## src/sleep_doze_pkg.sv

```systemverilog
// constants, field layouts and carrier types for the wake-cause, persistent store and doze block
// assumes a 125 MHz sys_clk and an apb master with 32-bit data
// Contract
// - 16-bit register of sticky wake-cause flags
// - power-on flag needs active detector, any mode
// - two read-write 16-bit persistent store registers
// - only power-on outside deep sleep clears stores
// - doze slows cpu only, peripherals full rate
// - cpu and peripheral clocks stay in step
// - bit 11 enables doze reduction
// - bits 14:12 pick ratio, reset 1:1
// - return-on-interrupt clears doze enable on interrupt
package sleep_doze_pkg;
    // byte addresses of the registers on apb
    localparam logic [11:0] addr_wake_cause = 12'h000;
    localparam logic [11:0] addr_store_0 = 12'h004;
    localparam logic [11:0] addr_store_1 = 12'h008;
    localparam logic [11:0] addr_clock_div = 12'h00c;
    // wake-cause field positions
    localparam int bit_power_on = 0;
    localparam int bit_master_clear = 2;
    localparam int bit_calendar = 3;
    localparam int bit_watchdog = 4;
    localparam int bit_fault = 7;
    localparam logic [15:0] wake_cause_mask = 16'h009d;
    // clock divider field positions and reset value
    localparam int bit_doze_enable = 11;
    localparam int bit_ratio_lo = 12;
    localparam int bit_return_on_int = 15;
    localparam logic [15:0] clock_div_mask = 16'hf800;
    localparam logic [15:0] clock_div_reset = 16'h0000;
    localparam logic [2:0] ratio_reset = 3'h0;
    // power-on reset value chosen for the persistent stores
    localparam logic [15:0] store_reset = 16'h0000;
    // wake events from the always-on domain, one-cycle pulses
    typedef struct packed {
        logic fault;
        logic watchdog;
        logic calendar;
        logic master_clear;
    } wake_events_t;
    // doze settings as applied to the divider
    typedef struct packed {
        logic enable;
        logic [2:0] ratio;
    } doze_cfg_t;
endpackage

```

## src/wake_flag_bit.sv

```systemverilog
// one sticky flag: set by hardware, written by software, set wins
// assumes set and write arrive synchronous to sys_clk
module wake_flag_bit (
    input wire logic sys_clk,
    input wire logic rstn,
    input wire logic ce,
    input wire logic set,
    input wire logic wr,
    input wire logic wdata,
    output logic flag
);
    // an event in the same cycle as a software write is not lost
    always_ff @(posedge sys_clk or negedge rstn) begin
        if (!rstn) begin
            flag <= 1'b0;
        end else if (ce) begin
            if (set) begin
                flag <= 1'b1;
            end else if (wr) begin
                flag <= wdata;
            end
        end
    end
endmodule

```

## src/cpu_clock_gate.sv

```systemverilog
// cpu clock-enable divider for doze; peripherals stay on every enabled sys_clk edge
// assumes cfg is a registered setting from the same clock domain
module cpu_clock_gate
    import sleep_doze_pkg::*;
(
    input wire logic sys_clk,
    input wire logic rstn,
    input wire logic ce,
    input sleep_doze_pkg::doze_cfg_t cfg,
    output logic cpu_tick,
    output logic [2:0] active_ratio
);
    logic [6:0] count; // position inside current cpu period
    logic [6:0] limit; // last count of the active period
    doze_cfg_t live; // setting in force for this period
    always_comb begin
        limit = live.enable ? 7'((8'h1 << live.ratio) - 8'h1) : 7'h0;
    end
    // counter and tick share sys_clk so the domains stay aligned
    always_ff @(posedge sys_clk or negedge rstn) begin
        if (!rstn) begin
            count <= 7'h0;
            cpu_tick <= 1'b0;
            live <= '0;
        end else if (ce) begin
            if (count >= limit) begin
                count <= 7'h0;
                cpu_tick <= 1'b1;
                live <= cfg; // taken only at a period end, never mid-pulse
            end else begin
                count <= 7'(count + 7'h1);
                cpu_tick <= 1'b0;
            end
        end
    end
    // ratio in force moves at the same edge as the tick that opens its period,
    // so an observer never sees the ratio change between two cpu ticks
    always_ff @(posedge sys_clk or negedge rstn) begin
        if (!rstn) begin
            active_ratio <= ratio_reset;
        end else if (ce) begin
            if (count >= limit) begin
                active_ratio <= cfg.enable ? cfg.ratio : 3'h0;
            end
        end
    end
endmodule

```

## src/sleep_doze_top.sv

```systemverilog
// apb register block: wake-cause flags, two persistent stores, doze control
// assumes wake events are synchronous pulses; power_on_event and in_deep_sleep
// come from pins outside this clock and are synchronised here
//
// Local design decisions: the address map and register access over APB.
module sleep_doze_top
    import sleep_doze_pkg::*;
(
    input wire logic sys_clk,
    input wire logic rstn,
    input wire logic ce,
    input wire logic psel,
    input wire logic penable,
    input wire logic pwrite,
    input wire logic [11:0] paddr,
    input wire logic [31:0] pwdata,
    output logic [31:0] prdata,
    output logic pready,
    output logic pslverr,
    input sleep_doze_pkg::wake_events_t wake_events,
    input wire logic in_deep_sleep,
    input wire logic power_on_detect_active,
    input wire logic power_on_event,
    input wire logic interrupt_event,
    output logic cpu_tick,
    output logic periph_tick,
    output logic [2:0] active_ratio
);
    logic [2:0] por_sync; // three-stage capture of the power-on pin
    logic [2:0] sleep_sync; // three-stage capture of deep-sleep state
    logic por_level; // agreed power-on level
    logic sleep_level; // agreed deep-sleep level
    logic por_prev; // for edge detection on agreed level
    logic por_rise; // one-cycle power-on event
    logic access; // apb access phase
    logic wr_en; // write strobe
    logic [15:0] wake_cause_flags;
    logic [15:0] persistent_store_0;
    logic [15:0] persistent_store_1;
    logic [15:0] clock_divider_register;
    logic [3:0] flag_set; // per-flag hardware set
    logic [15:0] wake_q; // flag outputs before packing
    logic wake_wr;
    logic [31:0] next_prdata;
    logic next_err;
    doze_cfg_t cfg;

    assign access = psel && penable;
    assign wr_en = access && pwrite;
    assign wake_wr = wr_en && (paddr == addr_wake_cause);

    // pin capture: first stage feeds only the second
    always_ff @(posedge sys_clk or negedge rstn) begin
        if (!rstn) begin
            por_sync <= 3'h0;
            sleep_sync <= 3'h0;
        end else if (ce) begin
            por_sync <= {por_sync[1:0], power_on_event};
            sleep_sync <= {sleep_sync[1:0], in_deep_sleep};
        end
    end

    // a level counts only once stages two and three agree
    always_ff @(posedge sys_clk or negedge rstn) begin
        if (!rstn) begin
            por_level <= 1'b0;
            sleep_level <= 1'b0;
            por_prev <= 1'b0;
        end else if (ce) begin
            if (por_sync[1] == por_sync[2]) begin
                por_level <= por_sync[2];
            end
            if (sleep_sync[1] == sleep_sync[2]) begin
                sleep_level <= sleep_sync[2];
            end
            por_prev <= por_level;
        end
    end
    assign por_rise = por_level && !por_prev;

    // only events seen during deep sleep mark a cause; power-on is the exception
    always_comb begin
        flag_set[0] = por_rise && power_on_detect_active;
        flag_set[1] = wake_events.master_clear && sleep_level;
        flag_set[2] = wake_events.calendar && sleep_level;
        flag_set[3] = wake_events.watchdog && sleep_level;
    end

    // wake-cause bits; fault is separate below
    localparam int flag_pos [4] = '{bit_power_on, bit_master_clear, bit_calendar, bit_watchdog};
    genvar gi;
    generate
        for (gi = 0; gi < 4; gi++) begin : g_flag
            wake_flag_bit u_flag (
                .sys_clk(sys_clk),
                .rstn(rstn),
                .ce(ce),
                .set(flag_set[gi]),
                .wr(wake_wr),
                .wdata(pwdata[flag_pos[gi]]),
                .flag(wake_q[flag_pos[gi]])
            );
        end
    endgenerate

    // fault flag stays clear unless a fault hits during deep sleep or software writes a one to it
    wake_flag_bit u_fault (
        .sys_clk(sys_clk),
        .rstn(rstn),
        .ce(ce),
        .set(wake_events.fault && sleep_level),
        .wr(wake_wr),
        .wdata(pwdata[bit_fault]),
        .flag(wake_q[bit_fault])
    );
    assign wake_q[1] = 1'b0;
    assign wake_q[6:5] = 2'h0;
    assign wake_q[15:8] = 8'h00;
    assign wake_cause_flags = wake_q & wake_cause_mask;

    // persistent stores: no async reset so rstn leaves them alone; only a
    // power-on outside deep sleep clears them. plain rstn cannot reach them.
    always_ff @(posedge sys_clk) begin
        if (ce) begin
            if (por_rise && !sleep_level) begin
                persistent_store_0 <= store_reset;
                persistent_store_1 <= store_reset;
            end else if (wr_en) begin
                if (paddr == addr_store_0) begin
                    persistent_store_0 <= pwdata[15:0];
                end
                if (paddr == addr_store_1) begin
                    persistent_store_1 <= pwdata[15:0];
                end
            end
        end
    end

    // clock divider: interrupt clearing of enable wins over a software write
    always_ff @(posedge sys_clk or negedge rstn) begin
        if (!rstn) begin
            clock_divider_register <= clock_div_reset;
        end else if (ce) begin
            if (wr_en && paddr == addr_clock_div) begin
                clock_divider_register <= pwdata[15:0] & clock_div_mask;
            end
            if (interrupt_event && clock_divider_register[bit_return_on_int]
                    && clock_divider_register[bit_doze_enable]) begin
                clock_divider_register[bit_doze_enable] <= 1'b0;
            end
        end
    end

    assign cfg.enable = clock_divider_register[bit_doze_enable];
    assign cfg.ratio = clock_divider_register[bit_ratio_lo +: 3];

    // divided cpu enable; peripherals keep full rate
    cpu_clock_gate u_gate (
        .sys_clk(sys_clk),
        .rstn(rstn),
        .ce(ce),
        .cfg(cfg),
        .cpu_tick(cpu_tick),
        .active_ratio(active_ratio)
    );

    // peripheral tick on every enabled edge
    always_ff @(posedge sys_clk or negedge rstn) begin
        if (!rstn) begin
            periph_tick <= 1'b0;
        end else begin
            periph_tick <= ce;
        end
    end

    // read mux; unmapped addresses read zero with pslverr
    always_comb begin
        next_prdata = 32'h0;
        next_err = 1'b0;
        if (paddr == addr_wake_cause) begin
            next_prdata = {16'h0, wake_cause_flags};
        end else if (paddr == addr_store_0) begin
            next_prdata = {16'h0, persistent_store_0};
        end else if (paddr == addr_store_1) begin
            next_prdata = {16'h0, persistent_store_1};
        end else if (paddr == addr_clock_div) begin
            next_prdata = {16'h0, clock_divider_register};
        end else begin
            next_err = 1'b1;
        end
    end

    // zero-wait answer registered at the setup edge
    always_ff @(posedge sys_clk or negedge rstn) begin
        if (!rstn) begin
            prdata <= 32'h0;
            pready <= 1'b0;
            pslverr <= 1'b0;
        end else if (ce) begin
            pready <= psel && !penable;
            pslverr <= psel && !penable && next_err;
            if (psel && !penable && !pwrite) begin
                prdata <= next_prdata;
            end
        end
    end
endmodule

```

## config.mk

```make
export PLATFORM = sky130hd
export DESIGN_NAME = sleep_doze_top
export DESIGN_NICKNAME = d
export VERILOG_FILES = /design/src/sleep_doze_pkg.sv /design/src/wake_flag_bit.sv /design/src/cpu_clock_gate.sv /design/src/sleep_doze_top.sv
export SDC_FILE = /design/constraint.sdc
export NUM_CORES = 1
export LEC_CHECK = 0
export BUFFER_PORTS_ARGS = -buffer_cell sky130_fd_sc_hd__buf_2
export CAP_MARGIN = 20
export CORE_MARGIN = 3
export CORE_UTILIZATION = 50
export CTS_CLUSTER_SIZE = 8
export DETAILED_ROUTE_END_ITERATION = 8
export PLACE_DENSITY = 0.77
export REMOVE_ABC_BUFFERS = 1
export SKIP_LAST_GASP = 1
export SYNTH_ARGS = -nofsm -noshare
export SYNTH_HDL_FRONTEND = slang
export SYNTH_SLANG_ARGS = --single-unit
```

## constraint.sdc

```tcl
create_clock -name sys_clk -period 3.7 [get_ports sys_clk]
set_input_delay 0.74 -clock sys_clk [delete_from_list [all_inputs] [get_ports sys_clk]]
set_output_delay 0.74 -clock sys_clk [all_outputs]
set_load 0.02 [all_outputs]
```

Yosys cells after proc, flatten, opt, wreduce, memory -nomap -nowiden:

Cells that the tools add are included.

* add/sub/neg operators: 2
* $lt $le $gt $ge: 1
* eq/ne operators: 5
* shifts and indexed selects: 1
* multiplexer cells: 28
* reduce and logical (&&, ||, !) cells: 43

Operators by type and width (number)
* 16-bit 2-to-1 mux: 8
* 12-bit by 4-bit equality test with 1-bit output (second input constant): 2
* 2-bit AND reduction: 11
* 2-bit nonzero test: 9
* 1-bit logical AND: 16
* 1-bit 2-to-1 mux: 16
* 7-bit 2-to-1 mux: 2
* 12-bit by 3-bit equality test with 1-bit output (second input constant): 1
* 12-bit logical NOT: 1
* 12-bit 2-to-1 mux: 1
* 7-bit by 1-bit adder with 7-bit output (second input constant): 1
* 7-bit greater-or-equal comparator: 1
* 1-bit by 3-bit left shift with 7-bit output (first input constant): 1
* 7-bit by 1-bit subtractor with 7-bit output (second input constant): 1
* 3-bit AND reduction: 2
* 1-bit logical NOT: 4
* 3-bit 2-to-1 mux: 1
* 1-bit equality test: 2

* flip-flop bits (word level): 101
* input port bits: 58
* output and inout bits: 39
* word-level logic and storage cells: 103

Logic depth before layout (Yosys ltp):

* depth in word-level cells: 6
* gate-level depth with buffers: 15
* mapped depth without buffers: 13

By module:

From an unflattened synthesis, not the netlist that was laid out.

* cells, all modules: 343
* area total of the unflattened synthesis: 4136.5 um^2

By module, submodules not included
* sleep_doze_top: times used 1, cells an instance 238, area an instance 2990.4 um^2
* cpu_clock_gate: times used 1, cells an instance 80, area an instance 864.6 um^2
* wake_flag_bit: times used 5, cells an instance 5, area an instance 56.3 um^2

Worst setup path before layout:

No wires, ideal clock.

* kind: input to register
* start point: in paddr[9]
* end point: reg persistent_store_1[0], enable pin
* arrival time: 2.847 ns
* required time: 3.289 ns
* slack: 0.442 ns
* stages: 6
* buffers on the path: 1
* path through: nor4_2 and3_2 and2_1 clkbuf_1 inv_1 o21ai_0

* word-level cells in the longest chain between the ends: 3

Ends and longest elaborated chain
* start, declared: RTL line sleep_doze_top.sv:15 `input wire logic [11:0] paddr,`
* 12-bit by 4-bit equality test with 1-bit output: RTL line sleep_doze_top.sv:132 `if (paddr == addr_store_1) begin`
* 2-bit nonzero test (no source line)
* 3-bit AND reduction (no source line)
* end signal, assigned: RTL line sleep_doze_top.sv:127 `persistent_store_1 <= store_reset;`
* end signal, assigned: RTL line sleep_doze_top.sv:133 `persistent_store_1 <= pwdata[15:0];`
* end, declared: RTL line sleep_doze_top.sv:39 `logic [15:0] persistent_store_1;`

Every way passes these cells.
A chain may end at the register's enable or synchronous reset.

Worst setup path in the final report:

* start point: reg u_gate.live[1] in the netlist's numbering
* end point: reg u_gate.live[3] in the netlist's numbering

* word-level cells in the longest chain between the ends: 5

Ends and longest elaborated chain
* start, declared: RTL line cpu_clock_gate.sv:15 `doze_cfg_t live;`
* start signal, assigned: RTL line cpu_clock_gate.sv:29 `live <= cfg;`
* 1-bit by 3-bit left shift with 7-bit output: RTL line cpu_clock_gate.sv:17 `limit = live.enable ? 7'((8'h1 << live.ratio) - 8'h1) : 7'h0;`
* 7-bit by 1-bit subtractor with 7-bit output: RTL line cpu_clock_gate.sv:17
* 7-bit 2-to-1 mux: RTL line cpu_clock_gate.sv:17
* 7-bit greater-or-equal comparator: RTL line cpu_clock_gate.sv:26 `if (count >= limit) begin`
* 2-bit AND reduction (no source line)

Every way passes these cells.

==> flow_summary.json <==
{
  "cts.repair.resized": 0,
  "synthToLayoutAreaGrowth_pct": 15.00,
  "p_leak_nw": 2.030,
  "hp-class": "reg2reg",
  "vias": 2823,
  "dieArea_sq_um": 8973,
  "critPathRequiredTime_ns": 3.93,
  "finish.instance_area_sq_um": 4527,
  "ys_seq_area_frac": 0.5811,
  "slowest_stage": "dfrtp_1",
  "antenna_found_initial": 0,
  "antenna_left": 0,
  "path_cells": "or3_1, ha_1, nor3_1, a21oi_1, o21ai_0, nand2_1, ha_1, a211o_1, a21oi_1, o31ai_2, and2_1, mux2_2",
  "ys_types": 47,
  "drcViolationCount": 0,
  "placed_area_sq_um": 4312,
  "post_cts_buffers": 0,
  "critical_path_class": "reg2reg",
  "synth_area_leaders": "dfrtp_1, edfxtp_1, mux2_2",
  "yosys.area_share.simple": 0.1666,
  "root_buffer": "clkbuf_8",
  "grt_max_degree": 38,
  "firstDrtPassIters": 5,
  "syn_area_sq_um": 3936,
  "track_usage": 0.1951,
  "clock_sinks": 85,
  "p_switching_uw": 522.6,
  "rsz0062_at_grt": "no",
  "synth.area.mux_share": 0.05563,
  "yosysMostFrequentCell": "dfrtp_1",
  "yosysTopAreaCell": "dfrtp_1",
  "drv_cap": 0,
  "overflow": 0,
  "wl_per_cell_microns": 15.75,
  "status": "finished, final reports clean",
  "sw_frac_of_total": 0.2520,
  "worst_clock_skew_ns": 0.006076,
  "synthAdderAreaFrac": 0.02861,
  "endpoint_kind": "flip-flop",
  "setup-tns-final_ns": 0,
  "grt_pass1_wl_microns": 13320,
  "pwr-share-seq": 0.543,
  "die_x_microns": 94.73,
  "ir_worst_vdd_mv": 0.3157,
  "preCtsSetupSlack_ns": 0.5039,
  "cts_tree": "done",
  "grt_pass1_vias": 2827,
  "cts_buffer_depth": 2,
  "power_frac_comb": 0.120,
  "period_share": 0.8597,
  "power-per-cell-area_nw_per_um2": 458.1,
  "path_clk_slew_ns": 0.08,
  "synth_top_family_by_area": "simple AND/OR/NAND/NOR gates",
  "clkPwrFrac": 0.337,
  "h-tree-depth": 3,
  "syn_inst": 348,
  "power.internal_mw": 1.551,
  "synth_edf_count": 32,
  "cts_hold_buf": 0,
  "tightest_slew_ns": 0.8311,
  "clk_latency_ns": 0.35,
  "min_period_ns": 3.181,
  "num_rows": 31,
  "num_io_pins": 97,
  "setup_viol": 0,
  "die_h_microns": 94.73,
  "dp_hpwl_microns": 6060,
  "coreArea_sq_um": 7447,
  "port_buffers": 64,
  "initial_utilization": 0.5286,
  "yosysTopAreaCellShare": 0.3369,
  "synth-compound-area-share": 0.1011,
  "finalHoldViolations": 0,
  "viasPerCell": 5.439,
  "drv_slew": 0,
  "synth-seq-cells": 85,
  "worstPathArrival_ns": 3.41,
  "ys_warn_count": 0,
  "synthTopCellsByCount": "dfrtp_1, nor2_1, edfxtp_1, nand2_1, nor2b_1",
  "cp_max_fo": 8,
  "routed_wl_microns": 8173,
  "ys_async_sr_fraction": 0.6235,
  "cts_made_buffers": 9,
  "avgSynthCellArea_sq_um": 11.31,
  "place_congestion": 0.7651,
  "fin_ws_ns": 0.5189,
  "synth_xor_xnor_area_share": 0.01113,
  "synthFlopType": "dfrtp_1",
  "fmax_mhz": 314.4,
  "relSlewSlack": 0.4460,
  "drive_above_1_share": 0.2524,
  "max_stage_delay_ns": 0.46,
  "antennaDiodeCount": 0,
  "critPathLaunchType": "flip-flop",
  "nNetsFinal": 482,
  "drt_iter0_markers": 168
}
cells in the final DEF, fill, tap and decap left out, drive strengths merged, types with 4 or more instances in the layout:
cell type,count
edfxtp,32
nor3,6
nand3,7
clkbuf,10
conb,16
dfrtp,53
a21oi,18
nand4,5
nor2,33
inv,9
nand2,32
mux2,15
nor2b,19
o21ai,14
or3,5
o41ai,5
ha,9
nand2b,4
o22ai,7
mux2i,5
buf,71
and3,4
worst max-delay path, delay by kind of cell (launching register included):
kind,cells,cell delay (ns)
AOI/OAI and AO/OA,5,0.79
adders and majority gates,2,0.59
DFF,1,0.46
muxes,1,0.31
and+or+nand+nor,4,0.92
final timing paths:
check / start / to / slack [ns] / cells after the start
worst max-delay path: u_gate.live[1] / u_gate.live[3] / 0.52 / 12
worst min-delay path: prdata[9] / prdata[9] / 0.48 / 2
max in group asynchronous: rstn / prdata[13] / 2.47 / 2
worst min register to register: prdata[9] / prdata[9] / 0.48 / 2
worst max register to register: u_gate.live[1] / u_gate.live[3] / 0.52 / 12
min in group asynchronous: rstn / periph_tick / 0.49 / 1
power by group through the flow:
stage / clock network, mW / registers (mW) / logic, mW
after global placement: 0 / 1.14 / 0.240
after CTS: 0.708 / 1.13 / 0.252
after detailed placement: 0 / 1.15 / 0.250
final: 0.699 / 1.13 / 0.249
after global routing: 0.755 / 1.14 / 0.281
after floorplan: 0 / 1.14 / 0.136
logic make-up (layout without fill, tap and decap cells):
group                    after synthesis  count (layout)
AND/OR/NAND/NOR                      127             127
buffers and inverters                 39              96
flip-flops                            85              85
XOR/XNOR                               5               5
AO/OA/AOI/OAI                         62              62
other                                  1              16
multiplexers                          20              20
adder cells (fa/ha/maj)                9               9
final cells by class:
cell class	count	area, sq um
fillers	625	2920
well taps	99	123.9
clock buffers	10	127.6
repair buffers	71	372.9
multi-input cells	239	1494
flip-flops and latches	85	2287
inverters	9	33.78
clock inverters	6	87.58
per-layer routing:
| metal | up-vias | part of all wire | global-route usage |
|---|---|---|---|
| met1 | 1358 | 0.41 | 0.2546 |
| li1 | 1343 | - | - |
| met2 | 103 | 0.50 | 0.3183 |
| met5 | - | 0 | 0 |
| met3 | 19 | 0.068 | 0.05578 |
| met4 | 0 | 0.016 | 0.05649 |
stage by stage:
step / instances / total power, mW / hold WS (ns) / utilization
6_report: 519 / 2.074 / 0.4776 / 0.6079
5_1_grt: 519 / 2.171 / 0.5108 / 0.6079
4_1_cts: 519 / 2.086 / 0.4832 / 0.6079
3_5_place_dp: 503 / 1.395 / 0.4644 / 0.5790
3_3_place_gp: 503 / 1.378 / 0.4616 / 0.5790
2_1_floorplan: 333 / 1.279 / 0.4444 / -
flip-flops by register name, indices dropped and copies added (netlist names):
name                    cells
u_gate.active_ratio         3
g_flag.u_flag.flag          4
persistent_store_1         16
periph_tick                 1
u_gate.count                7
sleep_level                 1
por_prev                    1
u_fault.flag                1
prdata                     16
persistent_store_0         16
por_sync                    3
por_level                   1
sleep_sync                  3
u_gate.cpu_tick             1
u_gate.live                 4
pslverr                     1
pready                      1
clock_divider_register      5
Power figures use the tool's default switching activity.
